$ cat src/pifrc_pkg.sv
package pifrc_pkg;

  // ---------------------------------------------------------------------------
  // Bus geometry
  // ---------------------------------------------------------------------------
  localparam int          ADDR_W = 8;
  localparam int          DATA_W = 32;
  localparam int          FLAG_W = 8;

  // ---------------------------------------------------------------------------
  // Register byte offsets
  // ---------------------------------------------------------------------------
  localparam logic [7:0]  OFS_EVENT_FLAGS  = 8'h0c;
  localparam logic [7:0]  OFS_POWER_CTRL   = 8'h10;
  localparam logic [7:0]  OFS_IRQ_STATUS   = 8'h14;
  localparam logic [7:0]  OFS_IRQ_CLEAR    = 8'h18;
  localparam logic [7:0]  OFS_IRQ_ENABLE   = 8'h1c;

  // ---------------------------------------------------------------------------
  // Field positions of the event flag layout
  // ---------------------------------------------------------------------------
  localparam int          BIT_CONV_DONE    = 6;
  localparam int          BIT_SERIAL_DONE  = 3;
  localparam int          BIT_CAPT_COMP    = 2;
  localparam int          BIT_PERIOD_MATCH = 1;
  localparam int          BIT_WIDE_OVF     = 0;
  localparam logic [7:0]  FLAG_MASK        = 8'h4f;

  // ---------------------------------------------------------------------------
  // Field positions of the power control register
  // ---------------------------------------------------------------------------
  localparam int          BIT_POWER_ON     = 1;
  localparam int          BIT_BROWNOUT     = 0;

  // ---------------------------------------------------------------------------
  // Reset values and wide timer limits
  // ---------------------------------------------------------------------------
  localparam logic [7:0]  RST_EVENT_FLAGS  = 8'h00;
  localparam logic [7:0]  RST_IRQ_ENABLE   = 8'h00;
  localparam logic        RST_POWER_ON     = 1'b0;
  localparam logic        RST_BROWNOUT     = 1'b0;
  localparam logic [15:0] WIDE_TIMER_MAX   = 16'hffff;
  localparam logic [15:0] WIDE_TIMER_ZERO  = 16'h0000;

  // ---------------------------------------------------------------------------
  // Types
  // ---------------------------------------------------------------------------
  typedef enum logic [1:0] {
    CCP_OFF     = 2'b00,
    CCP_CAPTURE = 2'b01,
    CCP_COMPARE = 2'b10,
    CCP_PWM     = 2'b11
  } pifrc_ccp_mode_e;

  typedef enum logic [1:0] {
    RS_SETTLE1 = 2'b00,
    RS_SETTLE2 = 2'b01,
    RS_SAMPLE  = 2'b10,
    RS_DONE    = 2'b11
  } pifrc_rst_state_e;

  typedef struct packed {
    logic            conversion_done;
    logic            serial_xfer_done;
    logic            capture_event;
    pifrc_ccp_mode_e ccp_mode;
    logic [15:0]     compare_value;
    logic [15:0]     wide_timer;
    logic [7:0]      narrow_timer;
    logic [7:0]      narrow_timer_period;
  } pifrc_periph_s;

endpackage

$ cat src/pifrc_sticky_bit.sv
`timescale 1ns/1ns
module pifrc_sticky_bit (
  input  wire logic pclk,
  input  wire logic presetn,
  input  wire logic set,
  input  wire logic wr,
  input  wire logic wdata,
  output logic      q
);

  logic q_d;

  // A hardware set in the same cycle as a software write always wins.
  assign q_d = set | (wr ? wdata : q);

  always_ff @(posedge pclk or negedge presetn) begin
    if (!presetn) begin
      q <= 1'b0;
    end else begin
      q <= q_d;
    end
  end

endmodule

$ cat src/pifrc_top.sv
`timescale 1ns/1ns
// Functional notes
// Conversion done sets flag bit 6.
// Bits 7, 5 and 4 read zero.
// Serial transfer done sets flag bit 3.
// Capture mode capture sets flag bit 2.
// Compare mode match sets bit 2; PWM none.
// Narrow timer equals period sets bit 1.
// Wide timer rollover sets flag bit 0.
// Power control flags tell reset causes apart.
// Brown-out flag undefined after power-on.
// Software sets brown-out flag after power-on.
// Brown-out clear, power-on set means brown-out.
// Software ignores brown-out flag if detection off.
// Flags set regardless of any enable.
// Hardware set beats simultaneous software clear.
// Flags reset zero, software read/writable.
module pifrc_top (
  input  wire logic                   pclk,
  input  wire logic                   presetn,
  input  wire logic                   por_rst_n,
  input  wire logic                   psel,
  input  wire logic                   penable,
  input  wire logic                   pwrite,
  input  wire logic [pifrc_pkg::ADDR_W-1:0] paddr,
  input  wire logic [pifrc_pkg::DATA_W-1:0] pwdata,
  output logic      [pifrc_pkg::DATA_W-1:0] prdata,
  output logic                        pready,
  output logic                        pslverr,
  input  wire pifrc_pkg::pifrc_periph_s periph,
  input  wire logic                   brownout_detect_enable,
  input  wire logic                   brownout_reset_cause,
  output logic                        irq
);

  import pifrc_pkg::*;

  // ---------------------------------------------------------------------------
  // Declarations
  // ---------------------------------------------------------------------------
  logic [DATA_W-1:0]  prdata_q;
  logic [DATA_W-1:0]  prdata_d;
  logic               pslverr_q;
  logic               pslverr_d;
  logic [FLAG_W-1:0]  flags;
  logic [FLAG_W-1:0]  status;
  logic [FLAG_W-1:0]  enable_q;
  logic [FLAG_W-1:0]  enable_d;
  logic [FLAG_W-1:0]  evt;
  logic               power_on_q;
  logic               power_on_d;
  logic               brownout_q;
  logic               brownout_d;
  logic [1:0]         brownout_detect_enable_sync_q;
  logic [1:0]         bocause_sync_q;
  logic [1:0]         por_sync_q;
  logic               por_release_n;
  pifrc_rst_state_e   rst_state_q;
  pifrc_rst_state_e   rst_state_d;
  logic               period_eq_q;
  logic               compare_eq_q;
  logic [15:0]        wide_prev_q;

  // ---------------------------------------------------------------------------
  // Bus decode
  // ---------------------------------------------------------------------------
  wire setup_phase  = psel & ~penable;
  wire access_phase = psel & penable;
  wire hit_flags    = (paddr == OFS_EVENT_FLAGS);
  wire hit_power    = (paddr == OFS_POWER_CTRL);
  wire hit_status   = (paddr == OFS_IRQ_STATUS);
  wire hit_clear    = (paddr == OFS_IRQ_CLEAR);
  wire hit_enable   = (paddr == OFS_IRQ_ENABLE);
  wire hit_any      = hit_flags | hit_power | hit_status | hit_clear | hit_enable;
  wire wr_access    = access_phase & pwrite;
  wire wr_flags     = wr_access & hit_flags;
  wire wr_power     = wr_access & hit_power;
  wire wr_clear     = wr_access & hit_clear;
  wire wr_enable    = wr_access & hit_enable;

  // ---------------------------------------------------------------------------
  // Bus response
  // ---------------------------------------------------------------------------
  // The slave never inserts wait states, so every access ends in two cycles.
  assign pready  = access_phase;
  assign prdata  = prdata_q;
  assign pslverr = pslverr_q & access_phase;

  // ---------------------------------------------------------------------------
  // Read data
  // ---------------------------------------------------------------------------
  wire [FLAG_W-1:0] power_view = (FLAG_W'(power_on_q) << BIT_POWER_ON)
                               | (FLAG_W'(brownout_q) << BIT_BROWNOUT);
  wire [FLAG_W-1:0] read_mux   = hit_flags  ? flags :
                                 hit_power  ? power_view :
                                 hit_status ? status :
                                 hit_enable ? enable_q : '0;

  // Read data is captured in the setup cycle and held through the access.
  assign prdata_d  = setup_phase ? {{(DATA_W-FLAG_W){1'b0}}, read_mux} : prdata_q;
  assign pslverr_d = setup_phase ? ~hit_any : pslverr_q;

  always_ff @(posedge pclk or negedge presetn) begin
    if (!presetn) begin
      prdata_q <= '0;
    end else begin
      prdata_q <= prdata_d;
    end
  end

  // The error is decoded with the read data, so it stands for the whole access.
  always_ff @(posedge pclk or negedge presetn) begin
    if (!presetn) begin
      pslverr_q <= 1'b0;
    end else begin
      pslverr_q <= pslverr_d;
    end
  end

  // ---------------------------------------------------------------------------
  // Event detection
  // ---------------------------------------------------------------------------
  // Timer conditions are edge detected so a value held across many prescaled
  // ticks raises only one event; a stuck timer cannot refire the flag.
  wire period_eq  = (periph.narrow_timer == periph.narrow_timer_period);
  wire compare_eq = (periph.wide_timer == periph.compare_value);
  wire in_capture = (periph.ccp_mode == CCP_CAPTURE);
  wire in_compare = (periph.ccp_mode == CCP_COMPARE);

  wire ev_conv    = periph.conversion_done;
  wire ev_serial  = periph.serial_xfer_done;
  wire ev_capture = in_capture & periph.capture_event;
  wire ev_compare = in_compare & compare_eq & ~compare_eq_q;
  wire ev_period  = period_eq & ~period_eq_q;
  wire ev_ovf     = (wide_prev_q == WIDE_TIMER_MAX)
                  & (periph.wide_timer == WIDE_TIMER_ZERO);

  always_ff @(posedge pclk or negedge presetn) begin
    if (!presetn) begin
      period_eq_q <= 1'b0;
    end else begin
      period_eq_q <= period_eq;
    end
  end

  always_ff @(posedge pclk or negedge presetn) begin
    if (!presetn) begin
      compare_eq_q <= 1'b0;
    end else begin
      compare_eq_q <= compare_eq;
    end
  end

  // The previous timer value is kept whole, so a reload straight to zero from
  // any value other than all ones never counts as a rollover.
  always_ff @(posedge pclk or negedge presetn) begin
    if (!presetn) begin
      wide_prev_q <= WIDE_TIMER_ZERO;
    end else begin
      wide_prev_q <= periph.wide_timer;
    end
  end

  // Events feed the flags directly; no enable gates them.
  always_comb begin
    evt                   = '0;
    evt[BIT_CONV_DONE]    = ev_conv;
    evt[BIT_SERIAL_DONE]  = ev_serial;
    evt[BIT_CAPT_COMP]    = ev_capture | ev_compare;
    evt[BIT_PERIOD_MATCH] = ev_period;
    evt[BIT_WIDE_OVF]     = ev_ovf;
  end

  // ---------------------------------------------------------------------------
  // Event flags and interrupt status
  // ---------------------------------------------------------------------------
  genvar i;
  generate
    for (i = 0; i < FLAG_W; i++) begin : g_bit
      if (FLAG_MASK[i]) begin : g_impl
        pifrc_sticky_bit u_flag (
          .pclk    (pclk),
          .presetn (presetn),
          .set     (evt[i]),
          .wr      (wr_flags),
          .wdata   (pwdata[i]),
          .q       (flags[i])
        );
        // The status copy is cleared only through the clear register, so the
        // interrupt handler and polling software never race on one bit.
        pifrc_sticky_bit u_status (
          .pclk    (pclk),
          .presetn (presetn),
          .set     (evt[i]),
          .wr      (wr_clear & pwdata[i]),
          .wdata   (1'b0),
          .q       (status[i])
        );
      end else begin : g_unimpl
        assign flags[i]  = 1'b0;
        assign status[i] = 1'b0;
      end
    end
  endgenerate

  // ---------------------------------------------------------------------------
  // Interrupt enable and output
  // ---------------------------------------------------------------------------
  // Only implemented bits can be enabled, so a stray write cannot arm a bit
  // that never sets.
  assign enable_d = wr_enable ? (pwdata[FLAG_W-1:0] & FLAG_MASK) : enable_q;

  always_ff @(posedge pclk or negedge presetn) begin
    if (!presetn) begin
      enable_q <= RST_IRQ_ENABLE;
    end else begin
      enable_q <= enable_d;
    end
  end

  // The interrupt is a level that drops only when its status or enable clears.
  assign irq = |(status & enable_q);

  // ---------------------------------------------------------------------------
  // Reset cause pins
  // ---------------------------------------------------------------------------
  always_ff @(posedge pclk or negedge presetn) begin
    if (!presetn) begin
      brownout_detect_enable_sync_q <= 2'b00;
    end else begin
      brownout_detect_enable_sync_q <= {brownout_detect_enable_sync_q[0], brownout_detect_enable};
    end
  end

  always_ff @(posedge pclk or negedge presetn) begin
    if (!presetn) begin
      bocause_sync_q <= 2'b00;
    end else begin
      bocause_sync_q <= {bocause_sync_q[0], brownout_reset_cause};
    end
  end

  // ---------------------------------------------------------------------------
  // Reset cause sequencer
  // ---------------------------------------------------------------------------
  // The cause is sampled only once the synchronisers have settled after the
  // release of reset; later changes on the pins are ignored until next reset.
  always_comb begin
    rst_state_d = rst_state_q;
    unique case (rst_state_q)
      RS_SETTLE1: rst_state_d = RS_SETTLE2;
      RS_SETTLE2: rst_state_d = RS_SAMPLE;
      RS_SAMPLE:  rst_state_d = RS_DONE;
      RS_DONE:    rst_state_d = RS_DONE;
    endcase
  end

  always_ff @(posedge pclk or negedge presetn) begin
    if (!presetn) begin
      rst_state_q <= RS_SETTLE1;
    end else begin
      rst_state_q <= rst_state_d;
    end
  end

  wire bo_detected = (rst_state_q == RS_SAMPLE) & brownout_detect_enable_sync_q[1] & bocause_sync_q[1];

  // ---------------------------------------------------------------------------
  // Power control flags
  // ---------------------------------------------------------------------------
  // These are cleared only by power-on reset, by a software write or, for the brown-out flag, by a detected
  // brown-out, so software can read what the last reset was. The brown-out flag has no
  // meaningful value after power-on; it comes up at a fixed level only so the
  // logic stays defined, and software must set it itself.
  assign power_on_d = wr_power ? pwdata[BIT_POWER_ON] : power_on_q;
  assign brownout_d = bo_detected ? 1'b0 :
                      wr_power    ? pwdata[BIT_BROWNOUT] : brownout_q;

  // The power-on reset pin takes effect at once but is released through two
  // flip-flops, so the flags never leave reset close to a clock edge.
  always_ff @(posedge pclk or negedge por_rst_n) begin
    if (!por_rst_n) begin
      por_sync_q <= 2'b00;
    end else begin
      por_sync_q <= {por_sync_q[0], 1'b1};
    end
  end

  assign por_release_n = por_sync_q[1];

  always_ff @(posedge pclk or negedge por_release_n) begin
    if (!por_release_n) begin
      power_on_q <= RST_POWER_ON;
    end else begin
      power_on_q <= power_on_d;
    end
  end

  always_ff @(posedge pclk or negedge por_release_n) begin
    if (!por_release_n) begin
      brownout_q <= RST_BROWNOUT;
    end else begin
      brownout_q <= brownout_d;
    end
  end

endmodule

$ cat config.mk
export PLATFORM = sky130hd
export DESIGN_NAME = pifrc_top
export DESIGN_NICKNAME = d
export VERILOG_FILES = /design/src/pifrc_pkg.sv /design/src/pifrc_sticky_bit.sv /design/src/pifrc_top.sv
export SDC_FILE = /design/constraint.sdc
export NUM_CORES = 1
export LEC_CHECK = 0
export ABC_AREA = 1
export ABC_CLOCK_PERIOD_IN_PS = 2100
export BUFFER_PORTS_ARGS = -buffer_cell sky130_fd_sc_hd__buf_2
export CAP_MARGIN = 0
export CORE_MARGIN = 2
export CORE_UTILIZATION = 25
export DETAILED_ROUTE_END_ITERATION = 8
export HOLD_SLACK_MARGIN = 0.1
export PLACE_DENSITY = 0.49
export SYNTH_ARGS = -nofsm -noshare
export SYNTH_HDL_FRONTEND = slang
export SYNTH_SLANG_ARGS = --single-unit
$ cat constraint.sdc
create_clock -name pclk -period 2.1 [get_ports pclk]
set_clock_uncertainty 0.2 [all_clocks]
set_input_delay 0.105 -clock pclk [delete_from_list [all_inputs] [get_ports pclk]]
set_output_delay 0.105 -clock pclk [all_outputs]
set_load 0.005 [all_outputs]
**Word level (Yosys, flattened, before mapping)**

Index checks and enable logic that the tools add are counted.

- Input port bits: 101
- Bits in registers: 52

- Muxes and demuxes: 17
- Equality and inequality tests: 13
- Bitwise operators: 41
- Reductions and logical operators: 5

Operator list:

| operator | number |
|---|---|
| $eq 8x5->1 const B | 4 |
| $mux 7 | 4 |
| $and 1x1->1 | 20 |
| $eq 16x16->1 | 1 |
| $eq 16x16->1 const B | 1 |
| $logic_not 16->1 | 1 |
| $or 1x1->1 | 15 |
| $mux 1 | 12 |
| $eq 8x4->1 const B | 1 |
| $eq 8x8->1 | 1 |
| $reduce_or 8->1 | 1 |
| $and 7x7->7 | 1 |
| $eq 2x2->1 const B | 3 |
| $pmux 2 s3 | 1 |
| $eq 2x1->1 const B | 2 |
| $not 1->1 | 4 |
| $logic_not 2->1 | 1 |
| $or 2x1->2 | 1 |
| $reduce_bool 2->1 | 1 |
| $reduce_or 2->1 | 1 |

**Longest topological paths before layout**

Gate-level depths: netlist of the first run.

- Word-level depth: 6
- Depth in mapped cells: 8
- Gate-level depth less buffers: 8

**Cells and area by module**

A second synthesis of the first run with hierarchy kept.

- Cells, all modules: 351
- Area, all modules: 2730.1 µm²

Modules (own cells, without submodules):

| module | cells each | seq. area each (µm²) | instances | area each (µm²) |
|---|---|---|---|---|
| pifrc_top | 291 | 975.9 | 1 | 2204.6 |
| pifrc_sticky_bit | 6 | 25.0 | 10 | 52.6 |

**Worst setup path before layout of the first run**

OpenSTA, ideal clock, no wires.

- Path kind: input-to-reg
- From: in paddr[7] (netlist name)
- To: reg g_bit[2].g_impl.u_status.q
- Path buffers: 0
- Arrival time: 0.810 ns
- Path slack: 0.964 ns
- Cell stages on the path: 6
- Required time: 1.774 ns
- Path through: nor2_2 nand3_2 nor2_2 nand2_1 o21ai_1 nand3_1

- Word-level cells in the longest chain between the ends: 5

Ends and longest elaborated chain:

| what | line | text |
|---|---|---|
| start, declared | pifrc_top.sv:25 | `input wire logic [pifrc_pkg::ADDR_W-1:0] paddr,` |
| $eq 8x5->1 | pifrc_top.sv:72 | `wire hit_clear = (paddr == OFS_IRQ_CLEAR);` |
| $and 1x1->1 | pifrc_top.sv:78 | `wire wr_clear = wr_access & hit_clear;` |
| $and 1x1->1 | pifrc_top.sv:195 | `.wr (wr_clear & pwdata[i]),` |
| $mux 1 | pifrc_sticky_bit.sv:14 | `assign q_d = set \| (wr ? wdata : q);` |
| $or 1x1->1 | pifrc_sticky_bit.sv:14 |  |
| net g_bit[2].g_impl.u_status.q_d | pifrc_sticky_bit.sv:11 | `logic q_d;` |
| end signal, assigned | pifrc_sticky_bit.sv:20 | `q <= q_d;` |
| end, declared | pifrc_sticky_bit.sv:8 | `output logic q` |

The timed path passes the listed nets, and every way through them passes these cells.
A chain may end at the register's enable or synchronous reset.

**Worst setup path in the final report of the first run**

- From: in penable
- To: reg g_bit[2].g_impl.u_flag.q

- Word-level cells in the longest chain between the ends: 5

Ends and longest elaborated chain:

| what | line | text |
|---|---|---|
| start, declared | pifrc_top.sv:23 | `input wire logic penable,` |
| $and 1x1->1 | pifrc_top.sv:68 | `wire access_phase = psel & penable;` |
| $and 1x1->1 | pifrc_top.sv:75 | `wire wr_access = access_phase & pwrite;` |
| $and 1x1->1 | pifrc_top.sv:76 | `wire wr_flags = wr_access & hit_flags;` |
| $mux 1 | pifrc_sticky_bit.sv:14 |  |
| $or 1x1->1 | pifrc_sticky_bit.sv:14 |  |
| net g_bit[2].g_impl.u_flag.q_d | pifrc_sticky_bit.sv:11 |  |
| end signal, assigned | pifrc_sticky_bit.sv:20 |  |
| end, declared | pifrc_sticky_bit.sv:8 |  |

The timed path passes the listed nets, and every way through them passes these cells.

==> flow_summary.ini, run 1 <==
[floorplan]
die-area_um2 = 11710
core_area_um2 = 10700
num_io_pins = 136
start_util_pct = 25.38
rows = 38
die_w_um = 108.2
fp.dieH_um = 108.2

[critical_path]
path_class = in2reg
arrival_ns = 1.98
cp_cell_sequence = dlygate4sd3_1 > buf_2 > nand2_1 > nor2_4 > nand2_4 > o21ai_2 > nand3_1 > dlygate4sd3_1
slowest_stage = dlygate4sd3_1
critPathLaunchType = input pin
endpoint_kind = flip-flop
critPathMaxStageDelay_ns = 0.56
worst-path-max-fanout = 10
r2r_slack_ns = 0.49
required_ns = 2.10
crit_path_frequent_cell = dlygate4sd3_1

[sta]
tightest_slew_ns = 0.5726
tns_ns = 0
finalCriticalPeriod_ns = 1.976
slew_headroom_pct = 61.83
period_share_pct = 94.10
rsz0062_at_grt = false
drv_slew = 0
hold_viol_final = 0
clock.fmax_mhz = 506.0
setup_viol = 0
fin_worst_hold_slack_ns = 0.1201

[pwr]
vdd_drop_max_v = 0.0002136
powerDensity_nw_per_um2 = 487.6
p_leak_nw = 2.125
p_total_mw = 1.916

[clock_tree]
clk_pin_slew_ns = 0.10
clk_path_buf_depth = 2
cts_made_buffers = 5
cts_max_level = 2
cts_root_buffer = clkbuf_8
cts.sinks = 49
clock_latency_ns = 0.31
tritoncts = done

[outcome]
outcome = complete, no violations

[hold_path]
min_path_type = in2reg

[grt]
grt_first_pass_wirelength_um = 11460
antenna_found_initial = 0
grt_use_total_pct = 12.25
grt_pass1_vias = 2583
grt-ovfl-total = 0
grt_max_degree = 26

[layout]
nFillCells = 1104
antenna_cells = 0
multi_input_area_um2 = 1152
most-common-layout-cells = nand2_1 (100), buf_2 (81), inv_1 (65)
drive_gt1_share_pct = 22.50
fin_area_um2 = 3929
regArea_um2 = 1226
nets = 611
layout_commonest_cell = nand2_1
area_growth_pct = 44.70

[synth]
synthCells = 359
yosysSeqAreaShare_pct = 45.16
ys_seq_elements = 49
yosysTopAreaCellShare_pct = 45.16
yosys-top-cells-area = dfrtp_1 (45%), nand2_1 (14%), inv_1 (9.0%)
syn_area_per_cell_um2 = 7.563
yosysUniqueCellTypes = 29
synth_warnings = 0
yosysTopAreaCell = dfrtp_1
synth_area_um2 = 2715

[job]
max_cap_viol_count = 0

[routing]
vias = 2552
drtAntennaViolNets = 0
initialDrtViolationCount = 39
avgViaCountPerCell = 3.920
drt_pass1_iterations = 4
wire_per_inst_um = 10.27
totalWireLength_um = 6685
drc = 0

[placed_design]
io_buffer_count = 81
dpl_cell_area_um2 = 3198
hpwlAfterDp_um = 4783
place.gp.congestion = 0.7453
[routing by layer]
metal | wire, µm | GRT usage (%)
met2 | 3452 | 23.36
met5 | 0 | 0
met1 | 2866 | 14.10
met4 | 70 | 3.022
met3 | 295 | 2.110
[report_power, final]
group | leakage, nW | total [mW] | internal (mW) | switching (mW)
sequential | 0.576 | 1.00 | 0.986 | 0.0178
clock | 0.0439 | 0.551 | 0.231 | 0.320
combinational | 1.51 | 0.361 | 0.185 | 0.176
[worst paths after layout]
path / from / end / cells after the start
max in group asynchronous: presetn / g_bit[1].g_impl.u_flag.q / 3
min in group asynchronous: presetn / brownout_detect_enable_sync_q[1] / 2
worst max register to register: compare_eq_q / g_bit[2].g_impl.u_status.q / 4
worst max-delay path: penable / g_bit[2].g_impl.u_flag.q / 8
worst min register to register: brownout_detect_enable_sync_q[0] / brownout_detect_enable_sync_q[1] / 0
worst min-delay path: psel / pslverr_q / 6
[worst max-delay path, delay by kind of cell]
family	cells	cell delay, ns
compound gates	1	0.15
buf+inv	3	1.19
simple gates	4	0.54
[what timing repair did]
| action | 4_1_cts | 5_1_grt |
|---|---|---|
| endpoints found under the setup margin | 0 | 4 |
| setup buffers | 0 | 1 |
| hold buffers | 62 | 1 |
| hold endpoints to repair | 69 | 1 |
| gates resized for setup | 0 | 5 |
[sequential cells by signal, summed over array words and instances (netlist names)]
name                           cells
period_eq_q                        1
bocause_sync_q                     2
brownout_detect_enable_sync_q      2
pslverr_q                          1
prdata                             5
g_bit.g_impl.u_flag.q              5
wide_prev_q                       16
rst_state_q                        2
enable_q                           5
power_on_q                         1
brownout_q                         1
g_bit.g_impl.u_status.q            5
por_sync_q                         2
compare_eq_q                       1
[kinds of logic after synthesis]
kind of cell	Yosys count	share of synthesized area, %
and+or+nand+nor	178	29.77
buffers and inverters	93	16.59
DFF	49	45.16
AOI/OAI and AO/OA	32	6.590
xor gates and xnor gates	5	1.613
other	2	0.2766
[cells in the mapped netlist]
cell,instances
nor3_1,4
buf_4,27
inv_2,1
nand3_4,1
nand4_1,10
nor2_4,4
nand2_2,2
and2_1,1
o21ai_2,2
o21ai_0,4
xnor2_1,2
nor2_1,36
conb_1,2
o21bai_1,2
o21ai_1,14
and3_1,1
a221oi_1,1
inv_1,65
nand3_1,9
nand3_2,1
nand2_4,1
o22ai_1,2
nor2_8,1
dfrtp_1,49
or2_2,3
xor2_1,3
nand2_1,101
nor2_2,3
a21oi_1,7
[area by class of cell]
| type | count | area share (%) |
|---|---|---|
| tap | 140 | 4.459 |
| timing repair buffer | 145 | 26.50 |
| sequential | 49 | 31.21 |
| multi-input combinational | 243 | 29.33 |
| clock inverter | 3 | 0.4459 |
| clock buffer | 5 | 1.752 |
| inverter | 66 | 6.306 |
[through the flow]
stage	worst slack [ns]	std cells	utilization, %
final	0.1238	651	36.73
after CTS	0.04878	650	36.50
after floorplan	0.9642	385	-
after detailed placement	0.6358	580	29.89
after global routing	0.002421	651	36.73
after global placement	0.6347	580	29.89
No activity file was read; power rests on OpenSTA's default activity.
==> inputs of run 2 (changes only) <==
- CORE_MARGIN: 2 -> 10
==> run 2 against run 1 <==
  * Total power rose by 7.2%
  * Maximum frequency fell by 2.8%
  * Worst setup slack got worse by 0.057 ns
  * Largest power group unchanged
==> flow_summary.ini, run 2 (same netlist as run 1, synthesis figures left out) <==
[outcome]
outcome = complete, no violations

[sta]
clock.fmax_mhz = 491.9
setup_viol = 0
drv_slew = 0
finalCriticalPeriod_ns = 2.033
tns_ns = 0
tightest_slew_ns = 0.5756
period_share_pct = 96.80
slew_headroom_pct = 61.63
hold_viol_final = 0
rsz0062_at_grt = false

[grt]
grt_use_total_pct = 9.598
antenna_found_initial = 0
grt_max_degree = 46
grt_first_pass_wirelength_um = 12720
grt_pass1_vias = 2768
grt-ovfl-total = 0

[clock_tree]
cts_made_buffers = 5
postCtsSetupRepairBufs = 0
cts_max_level = 2
cts.sinks = 49
clk_path_buf_depth = 2
tritoncts = done
clock_latency_ns = 0.30
cts_root_buffer = clkbuf_8
clk_pin_slew_ns = 0.09

[routing]
drt_pass1_iterations = 4
avgViaCountPerCell = 3.963
initialDrtViolationCount = 85
vias = 2540
drtAntennaViolNets = 0
wire_per_inst_um = 11.37
totalWireLength_um = 7285
drc = 0

[critical_path]
r2r_end = g_bit[2].g_impl.u_flag.q
rr_worst_depth = 5
worst-path-max-fanout = 2
r2r_slack_ns = 0.56
r2r_start = g_bit[2].g_impl.u_flag.q
required_ns = 2.09
critPathLaunchType = input pin
arrival_ns = 2.02
path_class = in2reg
endpoint_kind = flip-flop

[pwr]
p_leak_nw = 2.109
vdd_drop_max_v = 0.0002513
powerDensity_nw_per_um2 = 528.3

[layout]
most-common-layout-cells = nand2_1 (101), buf_2 (81), inv_1 (65)
largest_reg_flops = 16
area_growth_pct = 43.23
drive_gt1_share_pct = 21.98
nets = 605
layout_commonest_cell = nand2_1
largest-register = wide_prev_q
final_util_pct = 37.17
antenna_cells = 0

[placed_design]
place.gp.congestion = 0.7584
hpwlAfterDp_um = 5677
io_buffer_count = 81

[hold_path]
min_from = periph[35]
min_delay_path_depth = 7
hold_end = compare_eq_q
min_path_type = in2reg

[floorplan]
die-area_um2 = 15430
rows = 37
start_util_pct = 25.95
num_io_pins = 136
core_area_um2 = 10460
die_w_um = 124.2
fp.dieH_um = 124.2

[job]
max_cap_viol_count = 0
==> run 2: power breakdown <==
part	total, mW	switching (mW)	leakage, nW	internal [mW]
Sequential	1.00	0.0177	0.576	0.986
Combinational	0.356	0.175	1.48	0.181
Clock	0.694	0.307	0.0574	0.387
Total	2.05	0.500	2.11	1.55
==> run 2: final cells by class <==
class | count | area (µm²)
Clock inverter | 2 | 37.54
Inverter | 66 | 247.7
Timing Repair Buffer | 139 | 983.4
Fill cell | 1140 | 6574
Sequential cell | 49 | 1226
Clock buffer | 6 | 82.58
Tap cell | 136 | 170.2
Multi-Input combinational cell | 243 | 1141
==> run 2: what timing repair did <==
action / in CTS / in global routing
hold endpoints to repair: 89 / 0
gates resized for setup: 0 / 2
setup endpoints to repair: 0 / 2
hold buffers: 57 / 0
==> run 2: critical path, stage by stage <==
cell           delay [ns]
dlygate4sd3_1        0.53
buf_2                0.13
nand3_1              0.06
dlygate4sd3_1        0.57
nand3_1              0.07
dlygate4sd3_1        0.56
==> run 2: worst max-delay path by stage <==
stage                                       endpoint  cells past startpoint   startpoint
final                       g_bit[2].g_impl.u_flag.q                      6   periph[48]
after global routing      g_bit[2].g_impl.u_status.q                     11   periph[17]
after global placement                           irq                      5  enable_q[3]
after CTS                   g_bit[2].g_impl.u_flag.q                      6   periph[48]
after detailed placement  g_bit[2].g_impl.u_status.q                      7     paddr[7]
after floorplan           g_bit[2].g_impl.u_status.q                      6     paddr[7]
==> run 2: metrics by stage <==
step / cell area [µm²] / setup WS [ns] / power, mW / std cells / hold WS (ns)
CTS: 3884 / 0.07144 / 2.089 / 641 / 0.1032
global placement: 3193 / 0.6285 / 1.291 / 576 / -0.3086
floorplan: 2813 / 0.9642 / 1.188 / 385 / -0.3906
global route: 3889 / 0.006513 / 2.189 / 641 / 0.1193
detailed placement: 3193 / 0.6596 / 1.298 / 576 / -0.3076
finish: 3889 / 0.06725 / 2.054 / 641 / 0.09816
==> run 2: routing by layer <==
| layer | GRT usage [%] | vias up | part of all wire, % |
|---|---|---|---|
| met5 | 0 | - | 0 |
| met3 | 2.931 | 9 | 6.3 |
| li1 | - | 1319 | - |
| met4 | 2.522 | 0 | 1.1 |
| met1 | 10.36 | 1145 | 41 |
| met2 | 17.62 | 67 | 52 |
